`src/include/dht_pkg.sv`:
```
// What this block does
// RULE1: two 16-bit halves run alone or join as one 32-bit timer or clock
// RULE2: one-shot counting stops when the count reaches zero
// RULE3: periodic counting reloads at zero and keeps running
// RULE4: real-time mode divides the external 32 kHz clock to one tick a second
// RULE5: capture and pulse modes only in 16-bit width; capture counts edges or time
// RULE6: capture edge choice is rising, falling or both
// RULE7: pulse mode turns the capture pin to an output, edge-aligned
// RULE8: separate flags for capture event, capture match, timeout and clock match
// RULE9: writing the configuration disables both halves and leaves them disabled
// RULE10: top configuration picks wide one-shot, wide periodic, real-time or pair
// RULE11: paired halves each pick one-shot, periodic, edge count, edge time or pulse
// RULE12: per-half polarity makes the pulse output active low when set
// RULE13: debug freeze set stops the half while the processor is halted
// RULE14: per-half trigger enable gates the trigger output
// RULE15: software enables or disables each half; disabled half does nothing
// RULE16: software configures before enabling a half
// RULE17: a load write while running goes into the counter at once; edge-count mode ignores it and real-time mode loads zero instead
// RULE18: prescaler acts only in 16-bit modes
// RULE19: match sets edge-count target and pulse duty
// RULE20: only unmasked flags reach the interrupt line; raw shows all
// RULE21: raw flags stay set until software writes the clear register
// RULE22: in wide modes only the first half's controls matter
package dht_pkg;
  // register word offsets (byte addresses)
  localparam logic [5:0] DHT_REG_CFG     = 6'h00;
  localparam logic [5:0] DHT_REG_CTRL    = 6'h04;
  localparam logic [5:0] DHT_REG_LOAD_A  = 6'h08;
  localparam logic [5:0] DHT_REG_LOAD_B  = 6'h0C;
  localparam logic [5:0] DHT_REG_MATCH_A = 6'h10;
  localparam logic [5:0] DHT_REG_MATCH_B = 6'h14;
  localparam logic [5:0] DHT_REG_PRE_A   = 6'h18;
  localparam logic [5:0] DHT_REG_PRE_B   = 6'h1C;
  localparam logic [5:0] DHT_REG_IMASK   = 6'h20;
  localparam logic [5:0] DHT_REG_RAW     = 6'h24;
  localparam logic [5:0] DHT_REG_MIS     = 6'h28;
  localparam logic [5:0] DHT_REG_ICLR    = 6'h2C;
  localparam logic [5:0] DHT_REG_VAL_A   = 6'h30;
  localparam logic [5:0] DHT_REG_VAL_B   = 6'h34;
  // control bit positions, first half in [7:0], second in [15:8]
  localparam int DHT_CTL_EN   = 0;
  localparam int DHT_CTL_INV  = 1;
  localparam int DHT_CTL_FRZ  = 2;
  localparam int DHT_CTL_TRG  = 3;
  localparam int DHT_CTL_EDGE = 4;  // two bits
  localparam int DHT_CTL_HALF = 8;
  // interrupt bit positions
  localparam int DHT_IRQ_TOUT_A = 0;
  localparam int DHT_IRQ_CMAT_A = 1;
  localparam int DHT_IRQ_CEVT_A = 2;
  localparam int DHT_IRQ_RTC    = 3;
  localparam int DHT_IRQ_TOUT_B = 8;
  localparam int DHT_IRQ_CMAT_B = 9;
  localparam int DHT_IRQ_CEVT_B = 10;
  localparam logic [31:0] DHT_IRQ_USED = 32'h0000_070F;
  localparam logic [31:0] DHT_RESET_LOAD  = 32'hFFFF_FFFF;
  localparam logic [31:0] DHT_RESET_ZERO  = 32'h0000_0000;
  localparam logic [31:0] DHT_BAD_ADDR    = 32'hDEAD_0BAD;
  // external clock ticks per real-time second
  localparam logic [15:0] DHT_RTC_DIV     = 16'h8000;
  // top configuration, cfg[2:0]
  typedef enum logic [2:0] {
    DHT_TOP_PAIR   = 3'b000,
    DHT_TOP_RTC    = 3'b001,
    DHT_TOP_WIDE1  = 3'b010,
    DHT_TOP_WIDEP  = 3'b011
  } dht_top_t;
  // per-half mode, cfg[6:4] first, cfg[10:8] second
  typedef enum logic [2:0] {
    DHT_M_ONE  = 3'b000,
    DHT_M_PER  = 3'b001,
    DHT_M_CCNT = 3'b010,
    DHT_M_CTIM = 3'b011,
    DHT_M_PWM  = 3'b100
  } dht_mode_t;
  typedef enum logic [1:0] {
    DHT_E_RISE = 2'b00,
    DHT_E_FALL = 2'b01,
    DHT_E_BOTH = 2'b11
  } dht_edge_t;
  // per-half pin bundle
  typedef struct packed {
    logic pin_out;
    logic pin_oe;
    logic trigger;
  } dht_pin_t;
endpackage

```
`src/core/dht_timer.sv`:
```
`timescale 1ns/1ps
`default_nettype none
module dht_timer (
  // clock and reset
  input  wire logic        clk_sys,
  input  wire logic        sys_rst,
  // avalon-mm slave
  input  wire logic [5:0]  avs_address,
  input  wire logic        avs_read,
  input  wire logic        avs_write,
  input  wire logic [31:0] avs_writedata,
  input  wire logic [3:0]  avs_byteenable,
  output logic [31:0]      avs_readdata,
  output logic             avs_waitrequest,
  // outside world
  input  wire logic        debug_halt,
  input  wire logic        rtc_clk_in,
  input  wire logic [1:0]  cap_pin_in,
  output dht_pkg::dht_pin_t [1:0] pins,
  output logic             irq
);
  // synchronisers: pins, debug, rtc clock
  logic [1:0] cap_s1, cap_s2, cap_d;
  logic       rtc_s1, rtc_s2, rtc_d, dbg_s1, dbg_s2;
  always_ff @(posedge clk_sys or posedge sys_rst) begin
    if (sys_rst) begin
      cap_s1 <= 2'h0;
      cap_s2 <= 2'h0;
      cap_d  <= 2'h0;
      rtc_s1 <= 1'b0;
      rtc_s2 <= 1'b0;
      rtc_d  <= 1'b0;
      dbg_s1 <= 1'b0;
      dbg_s2 <= 1'b0;
    end else begin
      cap_s1 <= cap_pin_in;
      cap_s2 <= cap_s1;
      cap_d  <= cap_s2;
      rtc_s1 <= rtc_clk_in;
      rtc_s2 <= rtc_s1;
      rtc_d  <= rtc_s2;
      dbg_s1 <= debug_halt;
      dbg_s2 <= dbg_s1;
    end
  end

  // registers
  logic [31:0] cfg, ctrl, imask, raw;
  logic [31:0] load [2];
  logic [31:0] match [2];
  logic [7:0]  pre [2];
  logic [15:0] cnt [2];
  logic [7:0]  pcnt [2];
  logic [15:0] ecnt [2];
  logic [15:0] rtc_div;
  logic        ack;
  logic [31:0] irq_set;
  logic [1:0]  load_wr;
  // merged load word, so an immediate reload sees the value being written
  logic [31:0] wr_merged [2];

  dht_pkg::dht_top_t top;
  logic wide, wr_ok, rd_ok, cfg_wr;
  // RULE10 top config select
  assign top    = dht_pkg::dht_top_t'(cfg[2:0]);
  // RULE1 wide join
  assign wide   = (top != dht_pkg::DHT_TOP_PAIR);
  // writes land on the edge where waitrequest is seen low
  assign wr_ok  = avs_write && ack;
  // read data is fetched one edge early so it stands while wait is low
  assign rd_ok  = avs_read && !ack;
  assign cfg_wr = wr_ok && (avs_address == dht_pkg::DHT_REG_CFG);

  // one wait state: waitrequest drops in the cycle after a request arrives
  always_ff @(posedge clk_sys or posedge sys_rst) begin
    if (sys_rst) begin
      avs_waitrequest <= 1'b1;
    end else begin
      avs_waitrequest <= !((avs_read || avs_write) && avs_waitrequest);
    end
  end
  assign ack = !avs_waitrequest;

  // byte-enable merge
  function automatic logic [31:0] merge(input logic [31:0] old_v,
                                        input logic [31:0] new_v,
                                        input logic [3:0]  be);
    logic [31:0] r;
    r = old_v;
    for (int i = 0; i < 4; i++) begin
      if (be[i]) r[i*8 +: 8] = new_v[i*8 +: 8];
    end
    return r;
  endfunction

  // configuration and control writes
  always_ff @(posedge clk_sys or posedge sys_rst) begin
    if (sys_rst) begin
      cfg   <= dht_pkg::DHT_RESET_ZERO;
      ctrl  <= dht_pkg::DHT_RESET_ZERO;
      imask <= dht_pkg::DHT_RESET_ZERO;
    end else if (wr_ok) begin
      if (avs_address == dht_pkg::DHT_REG_CFG) begin
        cfg <= merge(cfg, avs_writedata, avs_byteenable);
        // RULE9 config disables
        ctrl[dht_pkg::DHT_CTL_EN] <= 1'b0;
        ctrl[dht_pkg::DHT_CTL_HALF + dht_pkg::DHT_CTL_EN] <= 1'b0;
      end else if (avs_address == dht_pkg::DHT_REG_CTRL) begin
        // RULE15 per-half enable
        ctrl <= merge(ctrl, avs_writedata, avs_byteenable);
      end else if (avs_address == dht_pkg::DHT_REG_IMASK) begin
        imask <= merge(imask, avs_writedata, avs_byteenable)
                 & dht_pkg::DHT_IRQ_USED;
      end
    end
  end

  // load, match, prescale per half
  for (genvar h = 0; h < 2; h++) begin : g_regs
    localparam logic [5:0] LA = h ? dht_pkg::DHT_REG_LOAD_B
                                  : dht_pkg::DHT_REG_LOAD_A;
    localparam logic [5:0] MA = h ? dht_pkg::DHT_REG_MATCH_B
                                  : dht_pkg::DHT_REG_MATCH_A;
    localparam logic [5:0] PA = h ? dht_pkg::DHT_REG_PRE_B
                                  : dht_pkg::DHT_REG_PRE_A;
    assign load_wr[h] = wr_ok && (avs_address == LA);
    assign wr_merged[h] = merge(load[h], avs_writedata, avs_byteenable);
    always_ff @(posedge clk_sys or posedge sys_rst) begin
      if (sys_rst) begin
        load[h]  <= dht_pkg::DHT_RESET_LOAD;
        match[h] <= dht_pkg::DHT_RESET_ZERO;
        pre[h]   <= 8'h00;
      end else if (wr_ok) begin
        if (avs_address == LA) begin
          load[h] <= wr_merged[h];
        end else if (avs_address == MA) begin
          match[h] <= merge(match[h], avs_writedata, avs_byteenable);
        end else if (avs_address == PA && avs_byteenable[0]) begin
          pre[h] <= avs_writedata[7:0];
        end
      end
    end
  end

  // real-time divider: one tick per DHT_RTC_DIV external rising edges
  logic rtc_tick;
  assign rtc_tick = rtc_s2 && !rtc_d && (rtc_div == 16'h0000);

  // the two halves
  for (genvar h = 0; h < 2; h++) begin : g_half
    localparam int CB = h * dht_pkg::DHT_CTL_HALF;
    localparam int IB = h * 8;
    dht_pkg::dht_mode_t mode;
    dht_pkg::dht_edge_t edg;
    logic en, run, tick, rise, fall, evt, zero, pwm_lvl, spent;
    // RULE22 wide uses first half controls
    assign en   = ctrl[CB + dht_pkg::DHT_CTL_EN] && !(wide && h == 1);
    // RULE11 per-half mode
    assign mode = dht_pkg::dht_mode_t'(cfg[4 + h*4 +: 3]);
    assign edg  = dht_pkg::dht_edge_t'(ctrl[CB + dht_pkg::DHT_CTL_EDGE +: 2]);
    // RULE13 debug freeze
    assign run  = en && !(dbg_s2 && ctrl[CB + dht_pkg::DHT_CTL_FRZ]);
    // RULE18 prescaler 16-bit only
    assign tick = run && (wide || pcnt[h] == 8'h00);
    assign rise = cap_s2[h] && !cap_d[h];
    assign fall = !cap_s2[h] && cap_d[h];
    // RULE6 edge select
    assign evt  = (edg != dht_pkg::DHT_E_FALL && rise) ||
                  (edg != dht_pkg::DHT_E_RISE && fall);
    assign zero = (h == 0 && wide) ? ({cnt[1], cnt[0]} == 32'h0000_0000)
                                   : (cnt[h] == 16'h0000);

    // prescale divider
    always_ff @(posedge clk_sys or posedge sys_rst) begin
      if (sys_rst) begin
        pcnt[h] <= 8'h00;
      end else if (!run || pcnt[h] == 8'h00) begin
        pcnt[h] <= pre[h];
      end else begin
        pcnt[h] <= pcnt[h] - 8'h01;
      end
    end

    // RULE2 a one-shot fires once, then rests until reloaded or re-enabled
    always_ff @(posedge clk_sys or posedge sys_rst) begin
      if (sys_rst) begin
        spent <= 1'b0;
      end else if (load_wr[h] || !en) begin
        spent <= 1'b0;
      end else if (tick && zero && (wide ? top == dht_pkg::DHT_TOP_WIDE1
                                         : mode == dht_pkg::DHT_M_ONE)) begin
        spent <= 1'b1;
      end
    end

    // counter; the second half is the upper word when wide
    // each process writes only its own half, so no word has two drivers
    always_ff @(posedge clk_sys or posedge sys_rst) begin
      if (sys_rst) begin
        cnt[h]  <= 16'hFFFF;
        ecnt[h] <= 16'h0000;
      end else if (cfg_wr) begin
        // a new configuration restarts every count from zero
        cnt[h]  <= 16'h0000;
        ecnt[h] <= 16'h0000;
      end else if (h == 1 && wide) begin
        // upper word follows the first half
        if (load_wr[0]) begin
          cnt[h] <= (top == dht_pkg::DHT_TOP_RTC) ? 16'h0000
                                                  : wr_merged[0][31:16];
        end else if (g_half[0].tick && g_half[0].zero
                     && top == dht_pkg::DHT_TOP_WIDEP) begin
          cnt[h] <= load[0][31:16];
        end else if (top == dht_pkg::DHT_TOP_RTC) begin
          if (g_half[0].run && rtc_tick && cnt[0] == 16'hFFFF) begin
            cnt[h] <= cnt[h] + 16'h0001;
          end
        end else if (g_half[0].tick && !g_half[0].zero
                     && cnt[0] == 16'h0000) begin
          cnt[h] <= cnt[h] - 16'h0001;
        end
      end else if (load_wr[h] && mode != dht_pkg::DHT_M_CCNT) begin
        // RULE17 immediate load
        cnt[h] <= (h == 0 && top == dht_pkg::DHT_TOP_RTC) ? 16'h0000
                                                          : wr_merged[h][15:0];
        ecnt[h] <= 16'h0000;
      end else if (h == 0 && top == dht_pkg::DHT_TOP_RTC) begin
        // RULE4 one count per second
        if (run && rtc_tick) cnt[h] <= cnt[h] + 16'h0001;
      end else if (tick) begin
        if (wide || mode == dht_pkg::DHT_M_ONE
            || mode == dht_pkg::DHT_M_PER || mode == dht_pkg::DHT_M_PWM) begin
          if (zero) begin
            // RULE2 one-shot stops
            // RULE3 periodic reload
            if ((wide && top == dht_pkg::DHT_TOP_WIDEP) ||
                (!wide && mode != dht_pkg::DHT_M_ONE)) begin
              cnt[h] <= load[h][15:0];
            end
          end else begin
            cnt[h] <= cnt[h] - 16'h0001;
          end
        end else if (mode == dht_pkg::DHT_M_CTIM) begin
          // RULE5 time between events
          cnt[h]  <= cnt[h] - 16'h0001;
          if (evt) ecnt[h] <= cnt[h];
        end else if (evt) begin
          // RULE5 event count
          cnt[h] <= cnt[h] + 16'h0001;
        end
      end
    end

    // RULE19 duty from match; RULE7 edge-aligned
    assign pwm_lvl = (cnt[h] > match[h][15:0]);
    // RULE8 event sources
    assign irq_set[IB + 0] = tick && zero && !spent && !(h == 0 && top ==
                             dht_pkg::DHT_TOP_RTC) && (wide ||
                             mode == dht_pkg::DHT_M_ONE ||
                             mode == dht_pkg::DHT_M_PER);
    assign irq_set[IB + 1] = !wide && tick && evt &&
                             mode == dht_pkg::DHT_M_CCNT &&
                             (cnt[h] + 16'h0001 == match[h][15:0]);
    assign irq_set[IB + 2] = !wide && tick && evt &&
                             mode == dht_pkg::DHT_M_CTIM;
    if (h == 0) begin : g_rtc
      assign irq_set[dht_pkg::DHT_IRQ_RTC] = top == dht_pkg::DHT_TOP_RTC &&
        run && {cnt[1], cnt[0]} == match[0];
      assign irq_set[7:4] = 4'h0;
    end else begin : g_pad
      assign irq_set[11] = 1'b0;
      assign irq_set[31:12] = 20'h0_0000;
    end

    // pin outputs all registered
    always_ff @(posedge clk_sys or posedge sys_rst) begin
      if (sys_rst) begin
        pins[h] <= '0;
      end else begin
        // RULE7 pin turns output in pulse mode
        pins[h].pin_oe  <= !wide && en && mode == dht_pkg::DHT_M_PWM;
        // RULE12 polarity
        pins[h].pin_out <= pwm_lvl ^ ctrl[CB + dht_pkg::DHT_CTL_INV];
        // RULE14 trigger gate
        pins[h].trigger <= ctrl[CB + dht_pkg::DHT_CTL_TRG] &&
                           irq_set[IB + 0];
      end
    end
  end

  // rtc prescale divider, counts external rising edges only in real-time mode while the first half runs
  always_ff @(posedge clk_sys or posedge sys_rst) begin
    if (sys_rst) begin
      rtc_div <= 16'h0000;
    end else if (top != dht_pkg::DHT_TOP_RTC || !g_half[0].run) begin
      rtc_div <= dht_pkg::DHT_RTC_DIV - 16'h0001;
    end else if (rtc_s2 && !rtc_d) begin
      rtc_div <= (rtc_div == 16'h0000) ? dht_pkg::DHT_RTC_DIV - 16'h0001
                                       : rtc_div - 16'h0001;
    end
  end

  // RULE21 sticky flags, set wins over clear
  always_ff @(posedge clk_sys or posedge sys_rst) begin
    if (sys_rst) begin
      raw <= dht_pkg::DHT_RESET_ZERO;
    end else begin
      if (wr_ok && avs_address == dht_pkg::DHT_REG_ICLR) begin
        raw <= (raw & ~avs_writedata) | irq_set;
      end else begin
        raw <= raw | irq_set;
      end
    end
  end

  // RULE20 masked interrupt line
  always_ff @(posedge clk_sys or posedge sys_rst) begin
    if (sys_rst) begin
      irq <= 1'b0;
    end else begin
      irq <= |(raw & imask);
    end
  end

  // read mux
  always_ff @(posedge clk_sys or posedge sys_rst) begin
    if (sys_rst) begin
      avs_readdata <= dht_pkg::DHT_RESET_ZERO;
    end else if (rd_ok) begin
      if (avs_address == dht_pkg::DHT_REG_CFG) avs_readdata <= cfg;
      else if (avs_address == dht_pkg::DHT_REG_CTRL) avs_readdata <= ctrl;
      else if (avs_address == dht_pkg::DHT_REG_LOAD_A) avs_readdata <= load[0];
      else if (avs_address == dht_pkg::DHT_REG_LOAD_B) avs_readdata <= load[1];
      else if (avs_address == dht_pkg::DHT_REG_MATCH_A)
        avs_readdata <= match[0];
      else if (avs_address == dht_pkg::DHT_REG_MATCH_B)
        avs_readdata <= match[1];
      else if (avs_address == dht_pkg::DHT_REG_PRE_A)
        avs_readdata <= {24'h00_0000, pre[0]};
      else if (avs_address == dht_pkg::DHT_REG_PRE_B)
        avs_readdata <= {24'h00_0000, pre[1]};
      else if (avs_address == dht_pkg::DHT_REG_IMASK) avs_readdata <= imask;
      else if (avs_address == dht_pkg::DHT_REG_RAW) avs_readdata <= raw;
      else if (avs_address == dht_pkg::DHT_REG_MIS)
        avs_readdata <= raw & imask;
      else if (avs_address == dht_pkg::DHT_REG_VAL_A)
        avs_readdata <= wide ? {cnt[1], cnt[0]} : {16'h0000, cnt[0]};
      else if (avs_address == dht_pkg::DHT_REG_VAL_B)
        avs_readdata <= {ecnt[1], cnt[1]};
      else avs_readdata <= dht_pkg::DHT_BAD_ADDR;
    end
  end
endmodule
`default_nettype wire

```
`config.mk`:
```
export PLATFORM = sky130hd
export DESIGN_NAME = dht_timer
export DESIGN_NICKNAME = d
export VERILOG_FILES = /design/src/include/dht_pkg.sv /design/src/core/dht_timer.sv
export SDC_FILE = /design/constraint.sdc
export NUM_CORES = 1
export LEC_CHECK = 0
export BUFFER_PORTS_ARGS = -buffer_cell sky130_fd_sc_hd__buf_2
export CORE_ASPECT_RATIO = 0.8
export CORE_MARGIN = 5
export CORE_UTILIZATION = 56
export CTS_CLUSTER_SIZE = 12
export DETAILED_ROUTE_END_ITERATION = 7
export MAX_ROUTING_LAYER = met4
export PLACE_DENSITY = 0.73
export RECOVER_POWER = 25
export SKIP_CTS_REPAIR_TIMING = 1
export SYNTH_ARGS = -nofsm -noshare
export SYNTH_HDL_FRONTEND = slang
export SYNTH_SLANG_ARGS = --single-unit
```
`constraint.sdc`:
```
create_clock -name clk_sys -period 16.58 [get_ports clk_sys]
set_input_delay 3.316 -clock clk_sys [delete_from_list [all_inputs] [get_ports clk_sys]]
set_output_delay 3.316 -clock clk_sys [all_outputs]
set_load 0.1 [all_outputs]
```
==> results.sh <==
export IMPL_ys_flop_type="dfrtp_1"
export IMPL_violations="capacitance limit, slew limit"
export IMPL_grt_max_degree=180
export IMPL_synth_compound_area_frac=0.186
export IMPL_outcome="finished, violations left"
export IMPL_routed_via_density=7.09
export IMPL_grt_pass1_vias=19900
export IMPL_vdd_drop_max_uv=95.1
export IMPL_syn_avg_cell_area_um2=9.61
export IMPL_setup_viol=0
export IMPL_globalplace_congestion=1.02
export IMPL_dp_final_hpwl_um=65100
export IMPL_tightest_slew_ps=5740
export IMPL_hp_class="reg2reg"
export IMPL_hold_path_cell_count=0
export IMPL_cts_tree="built"
export IMPL_port_buffers=89
export IMPL_rsz0062_at_grt="no"
export IMPL_met3WireLength_um=13700
export IMPL_antenna_found_initial=2
export IMPL_synthCells=2363
export IMPL_rrSetupSlack_ps=11640
export IMPL_timing_setup_tns_ps=0
export IMPL_path_class="in2async"
export IMPL_ys_warnings_count=0
export IMPL_root_buffer="clkbuf_16"
export IMPL_period_minus_slack_ps=7370
export IMPL_routedLengthMet1_um=38500
export IMPL_overflow=0
export IMPL_most_common_layout_cells="283 x dfrtp_1, 217 x nand2_1, 213 x mux2_2, 160 x nor2_1, 152 x o21ai_0"
export IMPL_synth_cell_types=85
export IMPL_drt_iter0_drc=3247
export IMPL_internal_power_mw=1.90
export IMPL_hold_end="dbg_s2"
export IMPL_grt_pass1_wl_um=135000
export IMPL_drive_gt1_frac=0.218
export IMPL_final_nets=2454
export IMPL_core_rowCount=66
export IMPL_clock_latency_ps=570
export IMPL_min_from="dbg_s1"
export IMPL_drc=0
export IMPL_routed_wl_um=91700
export IMPL_dp_slack_ps=9100
export IMPL_wl_met2_um=36100
export IMPL_r2r_cells=6
export IMPL_fillCellCount=3365
export IMPL_ant_nets=0
export IMPL_arrival_ps=7920
export IMPL_worst_setup_path_start_kind="primary input"
export IMPL_htreeDepth=2
export IMPL_cellPowerDensity_nw_per_um2=125
export IMPL_finalCritPeriodShare=0.444
export IMPL_synth_async_reset_ratio=1.00
export IMPL_synth_top_family_by_area="compound AO/OA/AOI/OAI gates"
export IMPL_p_leak_nw=10.6
export IMPL_yosysSeqAreaShare=0.424
export IMPL_layout_commonest_cell="dfrtp_1"
export IMPL_coreArea_um2=40400
export IMPL_cts_made_buffers=42
export IMPL_hold_viol_final=0
export IMPL_syn_nets=2456
export IMPL_synth_area_leader_cell="dfrtp_1"
export IMPL_syn_area_um2=22700
export IMPL_worstReg2RegStart="ctrl[0]"
export IMPL_yosysTopAreaCellShare=0.312
export IMPL_synthMuxAreaShare=0.137
export IMPL_end_kind="asynchronous set/reset pin"
export IMPL_wl_per_cell_um=31.2
export IMPL_relSlewSlack=-2.84
export IMPL_syn_to_final_growth_pct=9.25
export IMPL_start_util=0.563
export IMPL_rr_endpoint="cnt[13]"
export IMPL_clock_skew_ps=19.3
export IMPL_p_comb_frac=0.283
export IMPL_switchingPower_mw=1.21
export IMPL_die_h_um=190
export IMPL_synth_area_top_cells="dfrtp_1 31%, dfstp_2 11%, mux2_2 11%, xnor2_1 3.7%, nand2_1 3.6%"
export IMPL_synth_simple_area_share=0.144
export IMPL_fmax_mhz=136
export IMPL_pwr_share_seq=0.417
export IMPL_crit_fanout=127
export IMPL_topRoutingLayerUsed="met4"
export IMPL_worst_endpoint_required_ps=17130
export IMPL_dieWidth_um=235
export IMPL_synth_edff_count=0
export IMPL_pin_count=90
export IMPL_cap_violations=4
export IMPL_clkPwrFrac=0.300
export IMPL_clk_path_buf_depth=3
export IMPL_switching_share=0.390
export IMPL_die_area_um2=44700
export IMPL_drt_pre_antenna_iters=6
export IMPL_maxSlewViolCount=193
export IMPL_grt_total_usage=0.414
export IMPL_final_util=0.615
export IMPL_worst_slack_ps=9210
export IMPL_synthAdderAreaFrac=0.0237
export IMPL_ys_seq_elements=380
export IMPL_synthXorXnorAreaFrac=0.0470
export IMPL_clkSinkCount=380
export IMPL_path_clk_slew_ps=60
export IMPL_num_vias=20900
[cell families after synthesis]
family,after synthesis
simple gates,671
compound gates,640
flops,380
mux,279
buf+inv,228
xor+xnor,122
fa+ha+maj,43
[stage by stage]
stage	area, um^2	cells	power, mW	hold slack, ps
3_3_place_gp	23500	2861	2.14	336
5_1_grt	24800	2940	3.22	363
4_1_cts	24800	2936	3.07	355
3_5_place_dp	23500	2861	2.15	339
2_1_floorplan	22700	2363	1.83	331
6_report	24800	2940	3.11	349
[worst max-delay path, cell delays in order]
cell and delay (ps):
buf_2 100, clkinvlp_2 3150, buf_4 1130
[power by group through the flow]
stage | combinational [mW] | sequential [mW] | clock (mW)
floorplan | 0.623 | 1.21 | 0
detailed placement | 0.852 | 1.30 | 0
CTS | 0.856 | 1.28 | 0.936
finish | 0.882 | 1.30 | 0.934
global route | 0.942 | 1.30 | 0.974
global placement | 0.840 | 1.30 | 0
[sequential cells by signal, summed over array words and instances, names as in the netlist, 16 cells and up]
| register | cells |
|---|---|
| pre | 16 |
| match | 64 |
| load | 64 |
| ctrl | 32 |
| pcnt | 16 |
| ecnt | 16 |
| avs_readdata | 32 |
| rtc_div | 16 |
| cfg | 32 |
| raw | 32 |
| cnt | 32 |
[worst max-delay path by stage]
stage / slack (ps) / to / startpoint
floorplan: 2870 / avs_readdata[0] / sys_rst
global placement: 9340 / avs_readdata[21] / avs_address[2]
detailed placement: 9100 / avs_readdata[26] / avs_address[2]
CTS: 9650 / avs_readdata[31] / avs_address[2]
global route: 8360 / rtc_d / sys_rst
finish: 9210 / rtc_div[15] / sys_rst
[cells in the mapped netlist (26+ instances only)]
cell type	n
dfrtp_1	283
nand2_1	218
mux2_2	213
nor2_1	164
a21oi_1	152
o21ai_0	152
clkbuf_1	137
dfstp_2	97
xnor2_1	96
nand3_1	69
mux2i_1	61
inv_1	59
nor3_1	56
o31ai_1	49
ha_1	43
o22ai_1	34
a22oi_1	29
nor4_1	29
nand4_1	27
xor2_1	26
[area by class of cell]
| type | instances | area (um^2) | area share |
|---|---|---|---|
| multi-input cells | 1755 | 12200 | 0.493 |
| flip-flops and latches | 380 | 9630 | 0.388 |
| clock buffers | 64 | 1140 | 0.0461 |
| repair buffers | 122 | 697 | 0.0281 |
| well taps | 544 | 681 | 0.0274 |
| inverters | 60 | 226 | 0.00912 |
| clock inverters | 11 | 184 | 0.00741 |
| diodes | 4 | 10.0 | 0.000403 |
[layer usage]
| metal | vias up | track usage |
|---|---|---|
| met4 | 0 | 0.131 |
| met3 | 217 | 0.146 |
| met5 | - | - |
| li1 | 8736 | - |
| met1 | 10400 | 0.597 |
| met2 | 1525 | 0.545 |
No activity file was read; power rests on OpenSTA's default activity.
